===== config.mk =====
export PLATFORM = sky130hd
export DESIGN_NAME = itr_readback
export DESIGN_NICKNAME = d
export VERILOG_FILES = /design/src/inc/itr_pkg.sv /design/src/core/itr_divider.sv /design/src/core/itr_readback.sv
export VERILOG_INCLUDE_DIRS = /design/src /design/src/inc
export SDC_FILE = /design/constraint.sdc
export NUM_CORES = 1
export LEC_CHECK = 0
export ABC_AREA = 1
export BUFFER_PORTS_ARGS = -buffer_cell sky130_fd_sc_hd__clkbuf_2
export CAP_MARGIN = 20
export CORE_MARGIN = 8
export CORE_UTILIZATION = 64
export DETAILED_ROUTE_END_ITERATION = 12
export PLACE_DENSITY_LB_ADDON = 0.3
export SLEW_MARGIN = 20
export SYNTH_ARGS = -nofsm -noshare
export SYNTH_HDL_FRONTEND = slang
export SYNTH_HIERARCHICAL = 1
export SYNTH_SLANG_ARGS = --single-unit
export TNS_END_PERCENT = 10

===== constraint.sdc =====
create_clock -name clk_i -period 12.14 [get_ports clk_i]
set_input_delay 0.607 -clock clk_i [delete_from_list [all_inputs] [get_ports clk_i]]
set_output_delay 0.607 -clock clk_i [all_outputs]
set_load 0.03 [all_outputs]

===== src/inc/itr_cfg.svh =====
// What this block does
// - input voltage value is local sense voltage divided by present modulation ratio
// - each 16-bit value reads as two consecutive bytes, upper byte first
// - 12-bit readings sit in bits 15:4, bits 3:0 read as zero
// - input current is 12-bit from current sense, 337 uV per code
// - current code falls with sense voltage: 0 V gives 0xF10, 1 V 0xB98
// - input power value is derived input voltage times input current, upper byte first
// - local output voltage is 12-bit, 378 uV per code, 1 V reads 0xA53
//
// Purpose: offsets, field positions and scaling constants of the telemetry readback
// Assumes: byte-wide register read port, 12-bit converter codes
// Notes: definitions only
`ifndef ITR_CFG_SVH
`define ITR_CFG_SVH

`define ITR_OFF_DERIVED_INPUT_VOLTAGE 8'h12
`define ITR_OFF_INPUT_CURRENT_READING 8'h13
`define ITR_OFF_INPUT_POWER_READING 8'h14
`define ITR_OFF_LOCAL_OUTPUT_VOLTAGE 8'h15

`define ITR_READING_LSB 4
`define ITR_RESERVED_NIBBLE 4'h0
`define ITR_VALUE_RESET 16'h0000
`define ITR_UNMAPPED_DATA 8'h00

`define ITR_CURRENT_ZERO_CODE 12'hF10
`define ITR_CURRENT_GAIN 12'h4CA
`define ITR_CURRENT_GAIN_SHIFT 12
`define ITR_POWER_SHIFT 12
`define ITR_SATURATED 16'hFFFF

`endif


===== src/inc/itr_pkg.sv =====
// Purpose: types shared by the telemetry readback files
// Assumes: nothing beyond the cfg header
// Notes: states carry explicit binary codes
package itr_pkg;
	typedef enum logic [1:0] {
		ITR_IDLE = 2'b00,
		ITR_DIVIDE = 2'b01,
		ITR_UPDATE = 2'b10
	} itr_state_t;

	typedef logic [7:0] itr_byte_t;
endpackage : itr_pkg


===== src/core/itr_divider.sv =====
// Purpose: restoring unsigned divider, one quotient bit per clock
// Assumes: operands stable only at start_i
// Notes: a zero divisor returns an all-ones quotient
`timescale 1ns/1ps
`default_nettype none
module itr_divider #(
	parameter int NUM_W = 24,
	parameter int DEN_W = 12
) (
	// clock and reset
	input wire logic clk_i,
	input wire logic reset_n_i,
	// operands
	input wire logic start_i,
	input wire logic [NUM_W-1:0] num_i,
	input wire logic [DEN_W-1:0] den_i,
	// result
	output logic done_o,
	output logic [NUM_W-1:0] quot_o
);
	logic [NUM_W-1:0] num;
	logic [DEN_W:0] rem;
	logic [DEN_W-1:0] den;
	logic [$clog2(NUM_W+1)-1:0] count;
	logic busy;
	wire logic [DEN_W:0] shifted_rem = {rem[DEN_W-1:0], num[NUM_W-1]};
	wire logic fits = shifted_rem >= {1'b0, den};
	wire logic [DEN_W:0] next_rem = fits ? shifted_rem - {1'b0, den} : shifted_rem;
	wire logic last = busy && (count == $bits(count)'(1));

	always_ff @(posedge clk_i or negedge reset_n_i) begin
		if (!reset_n_i) begin
			num <= '0;
			rem <= '0;
			den <= '0;
			count <= '0;
			busy <= 1'b0;
			done_o <= 1'b0;
			quot_o <= '0;
		end else begin
			done_o <= last;
			if (start_i && !busy) begin
				num <= num_i;
				den <= den_i;
				rem <= '0;
				count <= $bits(count)'(NUM_W);
				busy <= 1'b1;
			end else if (busy) begin
				rem <= next_rem;
				num <= {num[NUM_W-2:0], fits};
				count <= count - $bits(count)'(1);
				busy <= !last;
				if (last) begin
					quot_o <= (den == '0) ? '1 : {num[NUM_W-2:0], fits};
				end
			end
		end
	end
endmodule : itr_divider
`default_nettype wire


===== src/core/itr_readback.sv =====
// Purpose: input voltage, current, power and local voltage value registers
// Assumes: converter codes and modulation ratio come from logic on clk_i
// Notes: a new sample set is published all at once after the divide
`timescale 1ns/1ps
`default_nettype none
`include "itr_cfg.svh"
module itr_readback #(
	parameter int ADC_W = 12,
	parameter int DUTY_W = 12
) (
	// clock and reset
	input wire logic clk_i,
	input wire logic reset_n_i,
	// converter samples
	input wire logic sample_valid_i,
	input wire logic [ADC_W-1:0] local_voltage_sense_i,
	input wire logic [ADC_W-1:0] primary_current_sense_i,
	input wire logic [DUTY_W-1:0] modulation_ratio_i,
	// byte read port
	input wire logic rd_strobe_i,
	input wire itr_pkg::itr_byte_t rd_addr_i,
	output itr_pkg::itr_byte_t rd_data_o,
	output logic rd_valid_o,
	// status
	output logic sample_busy_o
);
	import itr_pkg::*;

	localparam int NUM_W = ADC_W + DUTY_W;
	localparam int PROD_W = 16 + ADC_W;

	itr_state_t state;
	itr_state_t next_state;
	logic [ADC_W-1:0] held_voltage;
	logic [ADC_W-1:0] held_current;
	logic [DUTY_W-1:0] held_ratio;
	logic [15:0] derived_input_voltage;
	logic [15:0] input_current_reading;
	logic [15:0] input_power_reading;
	logic [15:0] local_output_voltage;
	logic [7:0] low_shadow;
	logic low_pending;
	itr_byte_t pending_addr;
	logic div_done;
	logic [NUM_W-1:0] quotient;

	// current code falls as the sense voltage rises
	wire logic [ADC_W+11:0] current_scaled =
		(ADC_W+12)'(held_current) * (ADC_W+12)'(`ITR_CURRENT_GAIN);
	wire logic [ADC_W-1:0] current_drop =
		current_scaled[`ITR_CURRENT_GAIN_SHIFT +: ADC_W];
	wire logic [ADC_W-1:0] current_code =
		ADC_W'(`ITR_CURRENT_ZERO_CODE) - current_drop;

	// the quotient saturates rather than wrap when the ratio is small
	wire logic quot_over = |quotient[NUM_W-1:16];
	wire logic [15:0] quot_value = quot_over ? `ITR_SATURATED : quotient[15:0];
	wire logic [PROD_W-1:0] power_full = PROD_W'(quot_value) * PROD_W'(current_code);
	wire logic [15:0] power_value = power_full[`ITR_POWER_SHIFT +: 16];

	// 12-bit readings are left justified, low nibble reserved
	wire logic [15:0] current_word = {current_code, `ITR_RESERVED_NIBBLE};
	wire logic [15:0] voltage_word = {held_voltage, `ITR_RESERVED_NIBBLE};

	itr_divider #(
		.NUM_W(NUM_W),
		.DEN_W(DUTY_W)
	) u_divider (
		.clk_i(clk_i),
		.reset_n_i(reset_n_i),
		.start_i(state == ITR_IDLE && sample_valid_i),
		.num_i({held_voltage_now(local_voltage_sense_i), {DUTY_W{1'b0}}}),
		.den_i(modulation_ratio_i),
		.done_o(div_done),
		.quot_o(quotient)
	);

	function automatic logic [ADC_W-1:0] held_voltage_now(input logic [ADC_W-1:0] v);
		return v;
	endfunction : held_voltage_now

	always_comb begin
		next_state = state;
		case (state)
			ITR_IDLE: begin
				if (sample_valid_i) begin
					next_state = ITR_DIVIDE;
				end
			end
			ITR_DIVIDE: begin
				if (div_done) begin
					next_state = ITR_UPDATE;
				end
			end
			ITR_UPDATE: next_state = ITR_IDLE;
			default: next_state = ITR_IDLE;
		endcase
	end

	assign sample_busy_o = state != ITR_IDLE;

	always_ff @(posedge clk_i or negedge reset_n_i) begin
		if (!reset_n_i) begin
			state <= ITR_IDLE;
			held_voltage <= '0;
			held_current <= '0;
			held_ratio <= '0;
		end else begin
			state <= next_state;
			if (state == ITR_IDLE && sample_valid_i) begin
				held_voltage <= local_voltage_sense_i;
				held_current <= primary_current_sense_i;
				held_ratio <= modulation_ratio_i;
			end
		end
	end

	// all four values move together so a host never mixes two samples
	always_ff @(posedge clk_i or negedge reset_n_i) begin
		if (!reset_n_i) begin
			derived_input_voltage <= `ITR_VALUE_RESET;
			input_current_reading <= `ITR_VALUE_RESET;
			input_power_reading <= `ITR_VALUE_RESET;
			local_output_voltage <= `ITR_VALUE_RESET;
		end else if (state == ITR_UPDATE) begin
			derived_input_voltage <= quot_value;
			input_current_reading <= current_word;
			input_power_reading <= power_value;
			local_output_voltage <= voltage_word;
		end
	end

	// register selection
	wire logic hit_vin = rd_addr_i == `ITR_OFF_DERIVED_INPUT_VOLTAGE;
	wire logic hit_cur = rd_addr_i == `ITR_OFF_INPUT_CURRENT_READING;
	wire logic hit_pwr = rd_addr_i == `ITR_OFF_INPUT_POWER_READING;
	wire logic hit_vloc = rd_addr_i == `ITR_OFF_LOCAL_OUTPUT_VOLTAGE;
	wire logic mapped = hit_vin || hit_cur || hit_pwr || hit_vloc;
	wire logic [15:0] selected_word =
		hit_vin ? derived_input_voltage :
		hit_cur ? input_current_reading :
		hit_pwr ? input_power_reading :
		hit_vloc ? local_output_voltage : 16'h0000;
	// second read of the same register takes the frozen low byte
	wire logic second_read = low_pending && (pending_addr == rd_addr_i);
	wire itr_byte_t next_rd_data =
		!mapped ? `ITR_UNMAPPED_DATA :
		second_read ? low_shadow : selected_word[15:8];

	always_ff @(posedge clk_i or negedge reset_n_i) begin
		if (!reset_n_i) begin
			rd_data_o <= 8'h00;
			rd_valid_o <= 1'b0;
			low_shadow <= 8'h00;
			low_pending <= 1'b0;
			pending_addr <= 8'h00;
		end else begin
			rd_valid_o <= rd_strobe_i;
			if (rd_strobe_i) begin
				rd_data_o <= next_rd_data;
				// a read elsewhere abandons a half-read value
				low_pending <= mapped && !second_read;
				pending_addr <= rd_addr_i;
				if (mapped && !second_read) begin
					low_shadow <= selected_word[7:0];
				end
			end
		end
	end

	// ratio copy is kept for debug visibility of the divisor used
	wire logic unused_ratio = ^held_ratio;
endmodule : itr_readback
`default_nettype wire


======== After elaboration in Yosys (flattened, before gate mapping) ========
Cells that the tools add are included.
word-level totals
  RAM bits ................................ 0
  bits in latches ......................... 0
  word-level logic and storage cells ...... 75
  register bits ........................... 187
  bits in read-only memories .............. 0
  memories kept ........................... 0
  bits of input ports ..................... 48
operators by class
  shift-type cells ........................ 0
  equality and inequality tests ........... 10
  multipliers ............................. 2
  reductions and logical operators ........ 19
  magnitude comparators ................... 1
  divide/modulo/power cells ............... 0
  mux-type cells .......................... 20
  bitwise gates (word level) .............. 1
  add/sub/neg operators ................... 3
operator list
  kind                      number
  $mux W16                  5
  $mux W24                  3
  $mux W12                  3
  $eq A8 B5 Y1 const B      4
  $mul A16 B12 Y28          1
  $mul A12 B10 Y22 const B  1
  $mux W8                   2
  $ge A13 B12 Y1            1
  $logic_not A12 Y1         1
  $sub A12 B11 Y12 const A  1
  $sub A12 B12 Y12          1
  $mux W5                   2
  $eq A8 B8 Y1              1
  $reduce_or A8 Y1          1
  $eq A5 B1 Y1 const B      1
  $logic_and A1 B1 Y1       5
  $sub A5 B1 Y5 const B     1
  $mux W2                   2
  $pmux W2 S2               1
  $reduce_and A2 Y1         2
  $reduce_bool A2 Y1        2
  $logic_not A1 Y1          3
  $logic_or A1 B1 Y1        3
  $reduce_and A3 Y1         1
  7 further kinds           8

======== Logic depth before layout (Yosys ltp) ========
  depth after elaboration ................. 7
  gate-level depth with buffers ........... 46
  gate-level depth less buffers ........... 45

======== Hierarchy ========
The synthesis kept the hierarchy.
modules (own cells, without submodules)
  module        instances  cells each  seq. area each (um2)  area each (um2)
  itr_readback  1          1,659       2,702.6               13,135.1
  itr_divider   1          470         1,976.9               4,113.9

======== Worst setup path after synthesis ========
Ideal clock, no wire load.
  path kind ............................... reg2reg
  start point ............................. register held_current[4]
  end point ............................... register input_power_reading[11]
  period minus slack after synthesis ...... 8.691 ns
  stages on the path, launching flop included .. 41
  library setup time ...................... 0.118 ns
  data arrival time ....................... 8.573 ns
  path slack .............................. 3.449 ns
  cell sequence ........................... dfrtp_1 -> ha_1 -> ha_1 -> inv_1 -> fa_1 -> inv_1 -> fa_1 -> fa_1 -> ha_1 -> a21o_1 -> nor2_1 -> nand3_1 -> and2_1 -> buf_2 -> inv_1 -> ha_1 -> nand2_1 -> nor2_2 -> [5 not listed] -> nor2_2 -> fa_1 -> inv_1 -> fa_1 -> fa_1 -> fa_1 -> fa_1 -> inv_1 -> ha_1 -> a21oi_1 -> o21ai_0 -> a21oi_1 -> nor3_1 -> a211oi_1 -> nand2_1 -> or2_2 -> nand3_1 -> nand2_1
on the way
  longest elaborated chain between the ends .. 3
RTL lines
  element                 line                 source
  from (decl)             itr_readback.sv:35   logic [ADC_W-1:0] held_current;
  from (signal assigned)  itr_readback.sv:112  held_current <= primary_current_sense_i;
  $mul A12 B10 Y22        itr_readback.sv:49   (ADC_W+12)'(held_current) * (ADC_W+12)'(`ITR_CURRENT_GAIN);
  $sub A12 B11 Y12        itr_readback.sv:53   ADC_W'(`ITR_CURRENT_ZERO_CODE) - current_drop;
  $mul A16 B12 Y28        itr_readback.sv:58   wire logic [PROD_W-1:0] power_full = PROD_W'(quot_value) * PROD_W'(current_code);
  to (signal assigned)    itr_readback.sv:123  input_power_reading <= `ITR_VALUE_RESET;
  to (signal assigned)    itr_readback.sv:128  input_power_reading <= power_value;
  to (decl)               itr_readback.sv:39   logic [15:0] input_power_reading;
No other way between the ends.
A chain may end at the register's enable or synchronous reset.

======== Worst setup path after layout ========
Ends and elaborated chain as after synthesis.

==> summary.txt <==
Synth
  – Mapped Area: around 0.017 mm^2
  – Register area share after synthesis: 27.1%
  – Post-synth top flop: dfrtp_1
  – Biggest area consumer among synthesized cells: dfrtp_1
  – FF+latch count, synth: 187
  – Netlist cell types: 61
  – Number of synthesized flops with an enable pin: 0
  – Yosys warning count: 6
  – Largest cells by area after synthesis: dfrtp_1 (27%), fa_1 (19%), nand2_1 (12%)
  – Synth top area share: a little over a quarter
  – Gate Count Post-Synth: 2129
  – Post-synth ARST share: 100%
  – Syn_area_per_cell: 8.10 um^2

STA
  – Hold Fails Final Rpt: 0
  – Fin. max-slew vios: 0
  – Max Fclk: 102 MHz
  – Clk_skew: roughly 15 ps
  – Tmin final: 9780 ps
  – Worst-margin pin slew: between 1000 and 1500 ps
  – Final setup TNS: 0 ps
  – Unrepaired setup endpoints after global routing: no
  – Slew HR: 29.4%
  – Final setup violation count: 0
  – Tcrit/Tclk final: 80.6%

Floorplanning
  – Core footprint: approximately 0.027 mm^2
  – Die height: 180 um
  – I/O pin count: 58
  – FP Rows: 60
  – Initial Util: 64.5%
  – DIE AREA: 0.0325 mm^2
  – Die X-Extent: 180 um

Place
  – Port Buffers: 57
  – Post-DP HPWL: 34000 um
  – Gp weighted congestion: 1.07
  – Post-Place Cells: 2487

Critical path
  – Crit path capture type: flop
  – Max incr delay on CP: 560 ps
  – Critical path fanouts, max: 17
  – CP Class: flop to flop
  – Data required time of the worst path: 12470 ps
  – Type of origin of the critical path: flop
  – CP Data Arrival Time: 10120 ps
  – Crit-path slowest cell: fa_1

Global routing
  – First-pass GRT wire length: 73400 um
  – GRT overflow: 0
  – Vias in the first global route: 15000
  – Total GRT Usage: 27.5%
  – Antenna violations before repair: 1
  – Maximum number of pins on one net before global-route repair: 130

Route
  – Detailed Route Iter0 Violations: about 1700
  – DRT Pass-1 Iters: 8
  – Detailed-route wire length: 44300 um
  – Antenna Nets Post-Route: 0
  – Via/cell ratio: 5.86
  – Residual DRC: 0
  – Vias: 14800
  – Wire per inst: 17.6 um

Clock network
  – Clk_lat worst skew: between 400 and 500 ps
  – Total CTS buffers: 17
  – CTS sink cnt: ~190
  – TritonCTS clock tree: built
  – # resized after CTS: 0
  – Post-CTS Hold Fix Bufs: 0
  – CTS max path bufs: 2
  – Reg clk slew, reported paths: approximately 80 ps
  – CTS Root Cell: clkbuf_16
  – Htree depth: 4
  – Post-CTS Repair Setup Buffers: 0

Final layout
  – Most frequent cells in the layout: nand2_1 (550), inv_1 (387), dfrtp_1 (187)
  – N_diodes: 0
  – # nets final: 2521
  – Share of cells above drive strength 1: under 10%
  – Fillers: 2075
  – Final non-filler cell total: approximately 2500
  – Area grow syn2layout: 6.67%
  – Commonest non-fill, non-tap cell in the layout: nand2_1

Pwr
  – Peak supply drop: 0.0000936 V
  – Pwr/cell area: 68.3 mW/mm^2
  – P_leak: 9.89 nW

Job
  – Max-cap violations: 0

Min path
  – Hold Crit Class: primary input to async pin

Status
  – Outcome: complete, no violations
==> Yosys cell counts (all sizes together) (24+ instances only) <==
master	number
nand4	24
clkbuf	35
fa	160
nand2	569
nand3	97
o21ai	108
a2bb2oi	24
a21oi	53
dfrtp	187
inv	399
ha	147
o221ai	24
nor2	173
==> path summary, 6_finish.rpt <==
check / cells after the start / start / slack (ps) / to
setup / recovery: 39 / held_current[4] / 2360 / input_power_reading[11]
hold / removal: 1 / reset_n_i / 250 / pending_addr[7]
setup reg to reg: 39 / held_current[4] / 2360 / input_power_reading[11]
hold reg to reg: 2 / held_voltage[3] / 480 / local_output_voltage[7]
max in group asynchronous: 2 / reset_n_i / 10510 / u_divider/rem[9]
min in group clk_i: 3 / primary_current_sense_i[2] / 370 / held_current[2]
==> cell families (layout without fill, tap and decap cells) <==
family,Yosys count,after routing,synth area share (%)
buffers and inverters,459,496,10.4
adder cells (fa/ha/maj),307,307,29.2
XOR/XNOR,20,20,1.10
AO/OA/AOI/OAI,256,256,9.54
flip-flops,187,187,27.1
other,1,12,0.0217
AND/OR/NAND/NOR,899,899,22.5
==> metal layers <==
| layer | GRT usage [%] | part of all wire [%] |
|---|---|---|
| met3 | 6.98 | 9.5 |
| met4 | 10.1 | 4.0 |
| met2 | 45.1 | 46 |
| met1 | 34.9 | 40 |
| met5 | 0 | 0.029 |
==> registers in the layout, indices dropped and copies added (netlist names), 12 cells and up <==
name                   cells
u_divider/num             24
u_divider/quot_o          24
derived_input_voltage     16
input_power_reading       16
held_current              12
held_voltage              12
input_current_reading     12
local_output_voltage      12
u_divider/den             12
u_divider/rem             12
==> where the power goes <==
group          switching [mW]  total (mW)  internal [mW]
combinational          0.0280      0.0433         0.0153
clock                   0.247       0.579          0.332
sequential            0.00265       0.634          0.631
==> worst max-delay path, delay by kind of cell (launching register included) <==
kind / cells / cell delay, ps
AND/OR/NAND/NOR: 13 / 2170
adder cells (fa/ha/maj): 13 / 5580
AO/OA/AOI/OAI: 5 / 930
flip-flops: 1 / 460
buffers and inverters: 8 / 520
==> layout make-up <==
class	count	area (um^2)	share of cell area, %
Clock inverter	11	158	0.857
Multi-Input combinational cell	1494	10800	58.8
Sequential cell	187	4680	25.4
Inverter	404	1520	8.26
Tap cell	341	427	2.32
Clock buffer	19	443	2.41
Timing Repair Buffer	62	353	1.92
==> stage by stage <==
step	total power [mW]	area (um^2)	setup WS, ps	hold slack, ps	utilization (%)
final	1.26	18400	2360	253	68.8
after floorplan	0.663	17300	3450	311	-
after detailed placement	0.689	17800	2490	458	66.5
after global routing	1.29	18400	1810	364	68.8
after CTS	1.26	18400	2500	356	68.7
after global placement	0.688	17800	2800	448	66.5
Power figures use the tool's default switching activity.
